[src/inc/supply_ctrl_pkg.sv]
package supply_ctrl_pkg;

  // ---------------------------------------------------------------
  // register offsets
  // ---------------------------------------------------------------
  localparam logic [7:0] OFF_DETECT_CTRL = 8'h00;
  localparam logic [7:0] OFF_WARN_STOP_CTRL = 8'h04;
  localparam logic [7:0] OFF_IRQ_STATUS = 8'h08;
  localparam logic [7:0] OFF_IRQ_MASK = 8'h0c;

  // ---------------------------------------------------------------
  // field positions, detect control
  // ---------------------------------------------------------------
  localparam int POS_UNDERVOLT_FLAG = 7;
  localparam int POS_UNDERVOLT_ACK = 6;
  localparam int POS_UNDERVOLT_IRQ_EN = 5;
  localparam int POS_UNDERVOLT_RESET_EN = 4;
  localparam int POS_UNDERVOLT_IN_STOP_EN = 3;
  localparam int POS_UNDERVOLT_LOGIC_EN = 2;
  localparam int POS_REFERENCE_BUFFER_EN = 0;

  // ---------------------------------------------------------------
  // field positions, warning and stop control
  // ---------------------------------------------------------------
  localparam int POS_SUPPLY_WARNING_FLAG = 7;
  localparam int POS_SUPPLY_WARNING_ACK = 6;
  localparam int POS_UNDERVOLT_TRIP_SELECT = 5;
  localparam int POS_WARNING_TRIP_SELECT = 4;
  localparam int POS_DEEP_STOP_EXIT_FLAG = 3;
  localparam int POS_DEEP_STOP_EXIT_ACK = 2;
  localparam int POS_DEEP_STOP_SELECT = 0;

  // ---------------------------------------------------------------
  // interrupt status and mask layout
  // ---------------------------------------------------------------
  localparam int POS_EV_UNDERVOLT = 0;
  localparam int POS_EV_WARNING = 1;
  localparam int POS_EV_DEEP_STOP_EXIT = 2;
  localparam int NUM_EVENTS = 3;

  // ---------------------------------------------------------------
  // reset values
  // ---------------------------------------------------------------
  localparam logic [7:0] RST_DETECT_CTRL = 8'h00;
  localparam logic [7:0] RST_WARN_STOP_CTRL = 8'h00;
  localparam logic [NUM_EVENTS-1:0] RST_IRQ_STATUS = 3'h0;
  localparam logic [NUM_EVENTS-1:0] RST_IRQ_MASK = 3'h0;

  // ---------------------------------------------------------------
  // bus answers
  // ---------------------------------------------------------------
  localparam logic [1:0] RESP_OKAY = 2'h0;
  localparam logic [1:0] RESP_SLVERR = 2'h2;

  // settings that steer the analog side
  typedef struct packed {
    logic referenceBufferEn;
    logic undervoltTripSelect;
    logic warningTripSelect;
    logic deepStopSelect;
    logic undervoltDetectActive;
  } analog_ctrl_t;

  // comparator and power-mode inputs
  typedef struct packed {
    logic undervoltDetect;
    logic supplyWarning;
    logic stopActive;
    logic deepStopExit;
  } supply_status_t;

endpackage
[src/design/low_voltage_and_stop_control.sv]
`timescale 1ns/100ps
// Overview of operation
// - bit 7 first register: read-only undervolt flag, set on detect only while logic enabled
// - bit 6 first register: write one clears undervolt flag, zero ignored, reads zero
// - bit 5 first register: interrupt enable, request raised while undervolt flag set
// - bit 4 first register: reset enable, set flag forces reset when logic enabled
// - bit 3 first register: detection keeps running during stop when one
// - bit 2 first register: enables undervolt logic, gating flag, irq, reset, stop bits
// - bit 0 first register: turns internal reference buffer on or off
// - bit 7 second register: sticky warning flag, present or once present
// - warning flag sets on supply below warning trip, including after any reset
// - writing one to bit 6 clears warning flag only when warning absent
// - bit 5 second register: detect trip select, zero low, one high
// - bit 4 second register: warning trip select, zero low, one high
// - bit 3 second register: reads one after recovery from partial power down
// - writing one to bit 2 second register clears the recovery flag
// - bit 0 second register: stop mode select, only first write after reset taken
module low_voltage_and_stop_control #(
  parameter int ADDR_W = 8
) (
  input wire logic mclk,
  input wire logic rstn,
  input wire logic porRstn,
  // axi4-lite slave
  input wire logic [ADDR_W-1:0] s_axi_awaddr,
  input wire logic [2:0] s_axi_awprot,
  input wire logic s_axi_awvalid,
  output logic s_axi_awready,
  input wire logic [31:0] s_axi_wdata,
  input wire logic [3:0] s_axi_wstrb,
  input wire logic s_axi_wvalid,
  output logic s_axi_wready,
  output logic [1:0] s_axi_bresp,
  output logic s_axi_bvalid,
  input wire logic s_axi_bready,
  input wire logic [ADDR_W-1:0] s_axi_araddr,
  input wire logic [2:0] s_axi_arprot,
  input wire logic s_axi_arvalid,
  output logic s_axi_arready,
  output logic [31:0] s_axi_rdata,
  output logic [1:0] s_axi_rresp,
  output logic s_axi_rvalid,
  input wire logic s_axi_rready,
  // supply monitor side
  input wire supply_ctrl_pkg::supply_status_t supplyStatus,
  output supply_ctrl_pkg::analog_ctrl_t analogCtrl,
  output logic undervoltResetReq,
  output logic irq
);

  // ---------------------------------------------------------------
  // elaboration checks
  // ---------------------------------------------------------------
  if (ADDR_W < 4 || ADDR_W > 32) begin
    $error("ADDR_W must lie between 4 and 32");
  end

  // ---------------------------------------------------------------
  // state
  // ---------------------------------------------------------------
  logic undervoltFlag;
  logic undervoltIrqEn;
  logic undervoltResetEn;
  logic undervoltInStopEn;
  logic undervoltLogicEn;
  logic referenceBufferEn;
  logic detectLocked;
  logic supplyWarningFlag;
  logic undervoltTripSelect;
  logic warningTripSelect;
  logic deepStopExitFlag;
  logic deepStopSelect;
  logic deepStopLocked;
  logic [supply_ctrl_pkg::NUM_EVENTS-1:0] irqStatus;
  logic [supply_ctrl_pkg::NUM_EVENTS-1:0] irqMask;

  logic awHeld;
  logic wHeld;
  logic [ADDR_W-1:0] awAddr;
  logic [31:0] wData;
  logic [3:0] wStrb;
  logic wrEn;
  logic rdEn;
  logic [7:0] wrOff;
  logic [7:0] rdOff;
  logic wrByte;
  logic wrDetect;
  logic wrWarn;
  logic wrStatus;
  logic wrMask;
  logic wrHit;
  logic [7:0] wrVal;

  logic detectActive;
  logic next_undervoltFlag;
  logic next_supplyWarningFlag;
  logic next_deepStopExitFlag;
  logic [supply_ctrl_pkg::NUM_EVENTS-1:0] events;
  logic [7:0] detectCtrlRd;
  logic [7:0] warnStopRd;

  // ---------------------------------------------------------------
  // write channel capture
  // ---------------------------------------------------------------
  // address and data are taken in either order; the write happens once both are held
  assign s_axi_awready = !awHeld && !s_axi_bvalid;
  assign s_axi_wready = !wHeld && !s_axi_bvalid;
  assign wrEn = awHeld && wHeld && !s_axi_bvalid;

  always_ff @(posedge mclk or negedge rstn) begin
    if (!rstn) begin
      awHeld <= 1'b0;
      awAddr <= '0;
    end else if (s_axi_awvalid && s_axi_awready) begin
      awHeld <= 1'b1;
      awAddr <= s_axi_awaddr;
    end else if (wrEn) begin
      awHeld <= 1'b0;
    end
  end

  always_ff @(posedge mclk or negedge rstn) begin
    if (!rstn) begin
      wHeld <= 1'b0;
      wData <= 32'h0;
      wStrb <= 4'h0;
    end else if (s_axi_wvalid && s_axi_wready) begin
      wHeld <= 1'b1;
      wData <= s_axi_wdata;
      wStrb <= s_axi_wstrb;
    end else if (wrEn) begin
      wHeld <= 1'b0;
    end
  end

  // ---------------------------------------------------------------
  // write decode
  // ---------------------------------------------------------------
  assign wrOff = 8'(awAddr & ADDR_W'(8'hfc));
  assign wrByte = wrEn && wStrb[0];
  assign wrVal = wData[7:0];
  assign wrDetect = wrByte && (wrOff == supply_ctrl_pkg::OFF_DETECT_CTRL);
  assign wrWarn = wrByte && (wrOff == supply_ctrl_pkg::OFF_WARN_STOP_CTRL);
  assign wrStatus = wrByte && (wrOff == supply_ctrl_pkg::OFF_IRQ_STATUS);
  assign wrMask = wrByte && (wrOff == supply_ctrl_pkg::OFF_IRQ_MASK);
  assign wrHit = (wrOff == supply_ctrl_pkg::OFF_DETECT_CTRL) ||
                 (wrOff == supply_ctrl_pkg::OFF_WARN_STOP_CTRL) ||
                 (wrOff == supply_ctrl_pkg::OFF_IRQ_STATUS) ||
                 (wrOff == supply_ctrl_pkg::OFF_IRQ_MASK);

  // ---------------------------------------------------------------
  // write response
  // ---------------------------------------------------------------
  always_ff @(posedge mclk or negedge rstn) begin
    if (!rstn) begin
      s_axi_bvalid <= 1'b0;
      s_axi_bresp <= supply_ctrl_pkg::RESP_OKAY;
    end else if (wrEn) begin
      s_axi_bvalid <= 1'b1;
      s_axi_bresp <= wrHit ? supply_ctrl_pkg::RESP_OKAY : supply_ctrl_pkg::RESP_SLVERR;
    end else if (s_axi_bready) begin
      s_axi_bvalid <= 1'b0;
    end
  end

  // ---------------------------------------------------------------
  // detect control register
  // ---------------------------------------------------------------
  // monitor sees the comparator only when enabled, and in stop only if allowed
  assign detectActive = undervoltLogicEn && (!supplyStatus.stopActive || undervoltInStopEn);

  always_comb begin
    next_undervoltFlag = undervoltFlag;
    if (wrDetect && wrVal[supply_ctrl_pkg::POS_UNDERVOLT_ACK]) begin
      next_undervoltFlag = 1'b0;
    end
    // set wins over a same-cycle acknowledge
    if (detectActive && supplyStatus.undervoltDetect) begin
      next_undervoltFlag = 1'b1;
    end
  end

  always_ff @(posedge mclk or negedge rstn) begin
    if (!rstn) begin
      undervoltFlag <= supply_ctrl_pkg::RST_DETECT_CTRL[supply_ctrl_pkg::POS_UNDERVOLT_FLAG];
    end else begin
      undervoltFlag <= next_undervoltFlag;
    end
  end

  always_ff @(posedge mclk or negedge rstn) begin
    if (!rstn) begin
      undervoltIrqEn <= supply_ctrl_pkg::RST_DETECT_CTRL[supply_ctrl_pkg::POS_UNDERVOLT_IRQ_EN];
      referenceBufferEn <= supply_ctrl_pkg::RST_DETECT_CTRL[supply_ctrl_pkg::POS_REFERENCE_BUFFER_EN];
    end else if (wrDetect) begin
      undervoltIrqEn <= wrVal[supply_ctrl_pkg::POS_UNDERVOLT_IRQ_EN];
      referenceBufferEn <= wrVal[supply_ctrl_pkg::POS_REFERENCE_BUFFER_EN];
    end
  end

  // protection enables freeze after the first write so runaway code cannot drop them
  always_ff @(posedge mclk or negedge rstn) begin
    if (!rstn) begin
      detectLocked <= 1'b0;
      undervoltResetEn <= supply_ctrl_pkg::RST_DETECT_CTRL[supply_ctrl_pkg::POS_UNDERVOLT_RESET_EN];
      undervoltInStopEn <= supply_ctrl_pkg::RST_DETECT_CTRL[supply_ctrl_pkg::POS_UNDERVOLT_IN_STOP_EN];
      undervoltLogicEn <= supply_ctrl_pkg::RST_DETECT_CTRL[supply_ctrl_pkg::POS_UNDERVOLT_LOGIC_EN];
    end else if (wrDetect && !detectLocked) begin
      detectLocked <= 1'b1;
      undervoltResetEn <= wrVal[supply_ctrl_pkg::POS_UNDERVOLT_RESET_EN];
      undervoltInStopEn <= wrVal[supply_ctrl_pkg::POS_UNDERVOLT_IN_STOP_EN];
      undervoltLogicEn <= wrVal[supply_ctrl_pkg::POS_UNDERVOLT_LOGIC_EN];
    end
  end

  // ---------------------------------------------------------------
  // warning and stop control register
  // ---------------------------------------------------------------
  always_comb begin
    next_supplyWarningFlag = supplyWarningFlag;
    if (wrWarn && wrVal[supply_ctrl_pkg::POS_SUPPLY_WARNING_ACK] && !supplyStatus.supplyWarning) begin
      next_supplyWarningFlag = 1'b0;
    end
    // level input, so a supply already low after reset sets it at once
    if (supplyStatus.supplyWarning) begin
      next_supplyWarningFlag = 1'b1;
    end
  end

  always_ff @(posedge mclk or negedge rstn) begin
    if (!rstn) begin
      supplyWarningFlag <= supply_ctrl_pkg::RST_WARN_STOP_CTRL[supply_ctrl_pkg::POS_SUPPLY_WARNING_FLAG];
    end else begin
      supplyWarningFlag <= next_supplyWarningFlag;
    end
  end

  // trip selects sit on the power-on reset only and survive all other resets
  always_ff @(posedge mclk or negedge porRstn) begin
    if (!porRstn) begin
      undervoltTripSelect <= supply_ctrl_pkg::RST_WARN_STOP_CTRL[supply_ctrl_pkg::POS_UNDERVOLT_TRIP_SELECT];
      warningTripSelect <= supply_ctrl_pkg::RST_WARN_STOP_CTRL[supply_ctrl_pkg::POS_WARNING_TRIP_SELECT];
    end else if (wrWarn) begin
      undervoltTripSelect <= wrVal[supply_ctrl_pkg::POS_UNDERVOLT_TRIP_SELECT];
      warningTripSelect <= wrVal[supply_ctrl_pkg::POS_WARNING_TRIP_SELECT];
    end
  end

  always_comb begin
    next_deepStopExitFlag = deepStopExitFlag;
    if (wrWarn && wrVal[supply_ctrl_pkg::POS_DEEP_STOP_EXIT_ACK]) begin
      next_deepStopExitFlag = 1'b0;
    end
    if (supplyStatus.deepStopExit) begin
      next_deepStopExitFlag = 1'b1;
    end
  end

  always_ff @(posedge mclk or negedge rstn) begin
    if (!rstn) begin
      deepStopExitFlag <= supply_ctrl_pkg::RST_WARN_STOP_CTRL[supply_ctrl_pkg::POS_DEEP_STOP_EXIT_FLAG];
    end else begin
      deepStopExitFlag <= next_deepStopExitFlag;
    end
  end

  always_ff @(posedge mclk or negedge rstn) begin
    if (!rstn) begin
      deepStopLocked <= 1'b0;
      deepStopSelect <= supply_ctrl_pkg::RST_WARN_STOP_CTRL[supply_ctrl_pkg::POS_DEEP_STOP_SELECT];
    end else if (wrWarn && !deepStopLocked) begin
      deepStopLocked <= 1'b1;
      deepStopSelect <= wrVal[supply_ctrl_pkg::POS_DEEP_STOP_SELECT];
    end
  end

  // ---------------------------------------------------------------
  // interrupt status and mask
  // ---------------------------------------------------------------
  // events are the rising of each flag, so a held level interrupts once
  always_comb begin
    events = '0;
    events[supply_ctrl_pkg::POS_EV_UNDERVOLT] = next_undervoltFlag && !undervoltFlag;
    events[supply_ctrl_pkg::POS_EV_WARNING] = next_supplyWarningFlag && !supplyWarningFlag;
    events[supply_ctrl_pkg::POS_EV_DEEP_STOP_EXIT] = next_deepStopExitFlag && !deepStopExitFlag;
  end

  always_ff @(posedge mclk or negedge rstn) begin
    if (!rstn) begin
      irqStatus <= supply_ctrl_pkg::RST_IRQ_STATUS;
    end else if (wrStatus) begin
      irqStatus <= (irqStatus & ~wrVal[supply_ctrl_pkg::NUM_EVENTS-1:0]) | events;
    end else begin
      irqStatus <= irqStatus | events;
    end
  end

  always_ff @(posedge mclk or negedge rstn) begin
    if (!rstn) begin
      irqMask <= supply_ctrl_pkg::RST_IRQ_MASK;
    end else if (wrMask) begin
      irqMask <= wrVal[supply_ctrl_pkg::NUM_EVENTS-1:0];
    end
  end

  always_ff @(posedge mclk or negedge rstn) begin
    if (!rstn) begin
      irq <= 1'b0;
    end else begin
      irq <= (|(irqStatus & irqMask)) || (undervoltIrqEn && undervoltFlag);
    end
  end

  // ---------------------------------------------------------------
  // reset request and analog controls
  // ---------------------------------------------------------------
  always_ff @(posedge mclk or negedge rstn) begin
    if (!rstn) begin
      undervoltResetReq <= 1'b0;
    end else begin
      undervoltResetReq <= undervoltLogicEn && undervoltResetEn && undervoltFlag;
    end
  end

  always_ff @(posedge mclk or negedge rstn) begin
    if (!rstn) begin
      analogCtrl <= '0;
    end else begin
      analogCtrl.referenceBufferEn <= referenceBufferEn;
      analogCtrl.undervoltTripSelect <= undervoltTripSelect;
      analogCtrl.warningTripSelect <= warningTripSelect;
      analogCtrl.deepStopSelect <= deepStopSelect;
      analogCtrl.undervoltDetectActive <= detectActive;
    end
  end

  // ---------------------------------------------------------------
  // read path
  // ---------------------------------------------------------------
  // reserved bit 1 is never stored; software is expected to keep it zero
  always_comb begin
    detectCtrlRd = 8'h00;
    detectCtrlRd[supply_ctrl_pkg::POS_UNDERVOLT_FLAG] = undervoltFlag;
    detectCtrlRd[supply_ctrl_pkg::POS_UNDERVOLT_IRQ_EN] = undervoltIrqEn;
    detectCtrlRd[supply_ctrl_pkg::POS_UNDERVOLT_RESET_EN] = undervoltResetEn;
    detectCtrlRd[supply_ctrl_pkg::POS_UNDERVOLT_IN_STOP_EN] = undervoltInStopEn;
    detectCtrlRd[supply_ctrl_pkg::POS_UNDERVOLT_LOGIC_EN] = undervoltLogicEn;
    detectCtrlRd[supply_ctrl_pkg::POS_REFERENCE_BUFFER_EN] = referenceBufferEn;
  end

  always_comb begin
    warnStopRd = 8'h00;
    warnStopRd[supply_ctrl_pkg::POS_SUPPLY_WARNING_FLAG] = supplyWarningFlag;
    warnStopRd[supply_ctrl_pkg::POS_UNDERVOLT_TRIP_SELECT] = undervoltTripSelect;
    warnStopRd[supply_ctrl_pkg::POS_WARNING_TRIP_SELECT] = warningTripSelect;
    warnStopRd[supply_ctrl_pkg::POS_DEEP_STOP_EXIT_FLAG] = deepStopExitFlag;
    warnStopRd[supply_ctrl_pkg::POS_DEEP_STOP_SELECT] = deepStopSelect;
  end

  assign s_axi_arready = !s_axi_rvalid;
  assign rdEn = s_axi_arvalid && s_axi_arready;
  assign rdOff = 8'(s_axi_araddr & ADDR_W'(8'hfc));

  always_ff @(posedge mclk or negedge rstn) begin
    if (!rstn) begin
      s_axi_rvalid <= 1'b0;
      s_axi_rdata <= 32'h0;
      s_axi_rresp <= supply_ctrl_pkg::RESP_OKAY;
    end else if (rdEn) begin
      s_axi_rvalid <= 1'b1;
      s_axi_rresp <= supply_ctrl_pkg::RESP_OKAY;
      unique case (rdOff)
        supply_ctrl_pkg::OFF_DETECT_CTRL: begin
          s_axi_rdata <= {24'h0, detectCtrlRd};
        end
        supply_ctrl_pkg::OFF_WARN_STOP_CTRL: begin
          s_axi_rdata <= {24'h0, warnStopRd};
        end
        supply_ctrl_pkg::OFF_IRQ_STATUS: begin
          s_axi_rdata <= {29'h0, irqStatus};
        end
        supply_ctrl_pkg::OFF_IRQ_MASK: begin
          s_axi_rdata <= {29'h0, irqMask};
        end
        default: begin
          s_axi_rdata <= 32'h0;
          s_axi_rresp <= supply_ctrl_pkg::RESP_SLVERR;
        end
      endcase
    end else if (s_axi_rready) begin
      s_axi_rvalid <= 1'b0;
    end
  end

endmodule

[config.mk]
export PLATFORM = sky130hd
export DESIGN_NAME = low_voltage_and_stop_control
export DESIGN_NICKNAME = d
export VERILOG_FILES = /design/src/inc/supply_ctrl_pkg.sv /design/src/design/low_voltage_and_stop_control.sv
export SDC_FILE = /design/constraint.sdc
export NUM_CORES = 1
export LEC_CHECK = 0
export BUFFER_PORTS_ARGS = -buffer_cell sky130_fd_sc_hd__buf_2
export CAP_MARGIN = 40
export CORE_MARGIN = 10
export CORE_UTILIZATION = 46
export DETAILED_ROUTE_END_ITERATION = 8
export PLACE_DENSITY = 0.92
export SYNTH_ARGS = -nofsm -noshare
export SYNTH_HDL_FRONTEND = slang
export SYNTH_SLANG_ARGS = --single-unit
[constraint.sdc]
create_clock -name mclk -period 2.6 [get_ports mclk]
set_clock_uncertainty 0.05 [all_clocks]
set_input_delay 0.13 -clock mclk [delete_from_list [all_inputs] [get_ports mclk]]
set_output_delay 0.13 -clock mclk [all_outputs]
set_load 0.1 [all_outputs]
# Yosys cells after proc, flatten, opt, wreduce, memory -nomap -nowiden
# Index checks and enable logic that the tools add are counted.
op_classes:
  n_eq_ne: 6
  muxes: 17
  bitwise: 5
  reduce_logical: 50
op_table:
  columns: ["cell", "n"]
  rows:
  - ["8-bit case mux with 4 select lines", 1]
  - ["1-bit logical AND", 26]
  - ["6-bit by 2-bit == test with 1-bit output (second input constant)", 4]
  - ["8-bit zero test", 2]
  - ["1-bit two-way mux", 13]
  - ["6-bit by 1-bit == test with 1-bit output (second input constant)", 2]
  - ["1-bit zero test", 11]
  - ["2-bit nonzero test", 4]
  - ["3-bit AND", 2]
  - ["3-bit bitwise OR", 2]
  - ["1-bit logical OR", 5]
  - ["2-bit two-way mux", 2]
  - ["4-bit OR reduction", 1]
  - ["3-bit two-way mux", 1]
  - ["3-bit NOT", 1]
  - ["3-bit OR reduction", 1]
totals:
  ff_bits: 82
  output_inout_bits: 48

# Longest topological paths before layout
logic_depth:
  depth_word: 11
  depth_mapped: 4

# Worst setup path before layout
# OpenSTA, ideal clock, no wires.
synth_path:
  path_kind: "register -> register"
  from: "reg s_axi_bvalid"
  to: "reg wData[0]"
  setup_time_ns: 0.125
  arrival_time_ns: 3.116
  required_ns: 2.425
  slack_ns: -0.691
  path_stages_with_launch: 5
  path_buffers: 1
  period_less_slack_ns: 3.291
  cell_sequence: "dfrtp_1 nor2_1 and2_1 clkbuf_1 mux2_2"
synth_between:
  elab_chain_cells: 3
synth_rtl:
  columns: ["element", "line", "text"]
  rows:
  - ["start: declaration", "low_voltage_and_stop_control.sv:34", "output logic s_axi_bvalid,"]
  - ["start signal: assignment", "low_voltage_and_stop_control.sv:156", "s_axi_bvalid <= 1'b0;"]
  - ["start signal: assignment", "low_voltage_and_stop_control.sv:159", "s_axi_bvalid <= 1'b1;"]
  - ["start signal: assignment", "low_voltage_and_stop_control.sv:162", "s_axi_bvalid <= 1'b0;"]
  - ["1-bit zero test", "low_voltage_and_stop_control.sv:107", "assign s_axi_wready = !wHeld && !s_axi_bvalid;"]
  - ["1-bit logical AND", "low_voltage_and_stop_control.sv:107", null]
  - ["named net s_axi_wready", "low_voltage_and_stop_control.sv:32", "output logic s_axi_wready,"]
  - ["1-bit logical AND", "low_voltage_and_stop_control.sv:127", "end else if (s_axi_wvalid && s_axi_wready) begin"]
  - ["end signal: assignment", "low_voltage_and_stop_control.sv:129", "wData <= s_axi_wdata;"]
  - ["end: declaration", "low_voltage_and_stop_control.sv:80", "logic [31:0] wData;"]
# The timed path passes the listed nets, and every way through them passes these cells.
# A chain may end at the register's enable or synchronous reset.

# Worst setup path in the final report
layout_path:
  from: "reg s_axi_bvalid"
  to: "reg undervoltIrqEn"
layout_between:
  elab_chain_cells: 4
layout_rtl:
  columns: ["element", "line", "text"]
  rows:
  - ["1-bit zero test", "low_voltage_and_stop_control.sv:108", "assign wrEn = awHeld && wHeld && !s_axi_bvalid;"]
  - ["1-bit logical AND", "low_voltage_and_stop_control.sv:108", null]
  - ["1-bit logical AND", "low_voltage_and_stop_control.sv:140", "assign wrByte = wrEn && wStrb[0];"]
  - ["1-bit logical AND", "low_voltage_and_stop_control.sv:142", "assign wrDetect = wrByte && (wrOff == supply_ctrl_pkg::OFF_DETECT_CTRL);"]
  - ["end signal: assignment", "low_voltage_and_stop_control.sv:193", "undervoltIrqEn <= supply_ctrl_pkg::RST_DETECT_CTRL[supply_ctrl_pkg::POS_UNDERVOLT_IRQ_EN];"]
  - ["end signal: assignment", "low_voltage_and_stop_control.sv:196", "undervoltIrqEn <= wrVal[supply_ctrl_pkg::POS_UNDERVOLT_IRQ_EN];"]
  - ["end: declaration", "low_voltage_and_stop_control.sv:62", "logic undervoltIrqEn;"]
# Every way passes these cells.

==> results.cfg <==
[status]
outcome = finished clean

[yosys]
synth_cell_type_count = 31
synth_compound_area_share_pct = 7.027
synthSimpleGateAreaFrac_pct = 11.33
synth_top_family_by_area = multiplexers
yosys_warnings = 0
async_flop_share_pct = 100.0
synth_xor_area_share_pct = 0
synth_top_area_cell = dfrtp_1
synthTopCellsByArea = dfrtp_1 (56%), mux2_2 (13%), buf_4 (8.5%)
synthMuxAreaShare_pct = 15.36
synth_fa_ha_area_share_pct = 0
synth_flop_cell = dfrtp_1
netlist_area_um2 = 2386
ys_seq_elements = 53
synth_area_per_cell_um2 = 12.56
yosysTopAreaCellShare_pct = 55.58
ys_seq_area_share_pct = 55.58
synth_edf_count = 0
synth_cells = 190

[final_layout]
regArea_um2 = 1326
fin_area_um2 = 2843
final_common_cell = dfrtp_1
drive_above_1_share_pct = 37.84
multi_input_comb_area_um2 = 920.9
final_cell_mix = dfrtp_1 (53), buf_2 (52), mux2_2 (27), conb_1 (27), dlygate4sd3_1 (13)
nNetsFinal = 328
diodes = 0
fillers = 454
area_growth_pct = 19.14

[floorplan]
die_x_um = 92.02
dieArea_um2 = 8468
fp-row-count = 26
initial_core_util_pct = 47.02
core-area_um2 = 5075
chipHeight_um = 92.02
io_pins = 118

[critical_path]
reg2reg_setup_slack_ns = 0.54
end_kind = flip-flop
rr_worst_depth = 3
cp_max_fo = 10
startpoint_type = flip-flop
worstPathRequired_ns = 2.74
r2r_start = s_axi_bvalid$_DFFE_PN0P_
path_class = flip-flop to flip-flop
cp_data_arrival_time_ns = 2.21
r2r-end = undervoltIrqEn$_DFFE_PN0N_

[drt]
vias = 1547
drc = 0
drt-total-wl_um = 4819
drt_iter0_drc = 65
viasPerCell = 4.702
drt-wirelength-per-cell_um = 14.65
dr.pass1.iters = 4
drtAntennaViolNets = 0

[clock_network]
cts_htree_levels = 2
post-cts-setup-buffer-count = 0
numClockSinks = 53
clk_root_buffer_cell = clkbuf_8
cts_tree = done
cts_inserted_buffers = 5
insertion_delay_ns = 0.30
cts.repair.resized = 0
ctsHoldBuffers = 13
cts.clk_slew.worst_paths_ns = 0.09
clock_path_buffers = 2

[grt]
antenna_found_initial = 0
grt_use_total_pct = 11.84
grt_first_pass_wirelength_um = 8245
grt_max_degree = 28
grt-ovfl-total = 0
grt_pass1_vias = 1730

[placement]
port_buffers = 52
placed_area_um2 = 2633
place.gp.congestion = 0.7409
hpwlAfterDp_um = 3753

[sta]
finalCritPeriodShare_pct = 79.38
tightest_slew_ns = 0.5928
tns_ns = 0
grt_setup_unrepaired = false
hold_violations = 0
fin_crit_ns = 2.064
max_freq_ghz = 0.4845
relSlewSlack_pct = 60.48
setup_viol = 0
drv_slew = 0

[power]
pwr-share-clk_pct = 14.6
switching_power_w = 0.001366
swShare_pct = 45.65
internal_power_w = 0.001627
p_leak_nw = 1.409
p_per_area_nw_per_um2 = 1053
total_power_w = 0.002993
seqPwrFrac_pct = 43.4
p_comb_share_pct = 42.0
max-vdd-ir-drop_v = 0.0008627

[worst_hold_path]
min_to = awAddr[3]$_DFFE_PN0P_
holdCritStartpoint = s_axi_awaddr[3]
hp-class = primary input to flip-flop
min_path_cells = 2

[job]
maxCapViolCount = 0
## cells by family after synthesis
group | Yosys count
simple gates | 41
compound gates | 25
flops | 53
buf+inv | 38
other cells | 1
mux | 32
## per-stage QoR
stage	cells	hold slack, ns	setup slack (ns)	utilization (%)
global placement	308	-0.1342	0.5580	51.87
detailed placement	308	-0.1318	0.5378	51.87
finish	329	0.01136	0.5362	56.02
global route	329	0.002483	0.3966	56.02
CTS	329	0.0007640	0.5230	56.02
floorplan	216	-0.2156	0.09293	-
## area by class of cell
type | instances | share of cell area, %
timing repair buffer | 67 | 14.26
sequential | 53 | 46.65
clock buffer | 8 | 2.817
inverter | 6 | 0.7923
tap | 70 | 3.081
multi-input combinational | 125 | 32.39
## worst max path at each step
| stage | from | cells past startpoint | endpoint | slack, ns |
|---|---|---|---|---|
| floorplan | s_axi_bvalid$_DFFE_PN0P_ | 4 | wData[0]$_DFFE_PN0P_ | 0.09 |
| finish | s_axi_bvalid$_DFFE_PN0P_ | 3 | undervoltIrqEn$_DFFE_PN0N_ | 0.54 |
| global route | s_axi_bvalid$_DFFE_PN0P_ | 3 | undervoltIrqEn$_DFFE_PN0N_ | 0.40 |
| detailed placement | s_axi_bvalid$_DFFE_PN0P_ | 3 | undervoltIrqEn$_DFFE_PN0N_ | 0.54 |
| CTS | s_axi_bvalid$_DFFE_PN0P_ | 3 | undervoltIrqEn$_DFFE_PN0N_ | 0.52 |
| global placement | s_axi_bvalid$_DFFE_PN0P_ | 3 | referenceBufferEn$_DFFE_PN0N_ | 0.56 |
## power by group through the flow
stage	combinational (W)	clock (W)	sequential, W
floorplan	0.000815	0	0.00156
global placement	0.00123	0	0.00130
detailed placement	0.00125	0	0.00132
CTS	0.00127	0.000451	0.00130
global route	0.00134	0.000483	0.00134
finish	0.00126	0.000436	0.00130
## synth_stat cells (2+ instances only)
cell	number
dfrtp_1	53
buf_4	27
mux2_2	27
nand2_1	8
o21ai_0	8
nor2_1	7
inv_1	6
a21o_1	4
a31oi_1	4
and2_1	4
clkbuf_1	4
mux2i_1	4
nand2b_1	4
a22o_1	3
nand3b_1	3
a22oi_1	2
nand3_1	2
nor3_2	2
nor4_1	2
nor4_4	2
o22ai_1	2
or2_2	2
or4_4	2
## state kept, by name (all words and copies together), names as in the netlist, 3 cells and up
signal and cells:
s_axi_rdata 7, wData 7, awAddr 6, analogCtrl 5
irqMask 3, irqStatus 3
## layer usage
layer  track usage (%)  share of wire, %
met3             6.194                11
met2             18.41                45
met1             13.66                42
met5                 0                 0
met4             4.242               1.5
## critical path, cell delays in order (launching register included)
cell and delay, ns:
dfrtp_1 0.47, nand3b_1 0.50, nor4_4 0.55, mux2_2 0.38
Note: power is estimated with default switching activity, not from simulation.
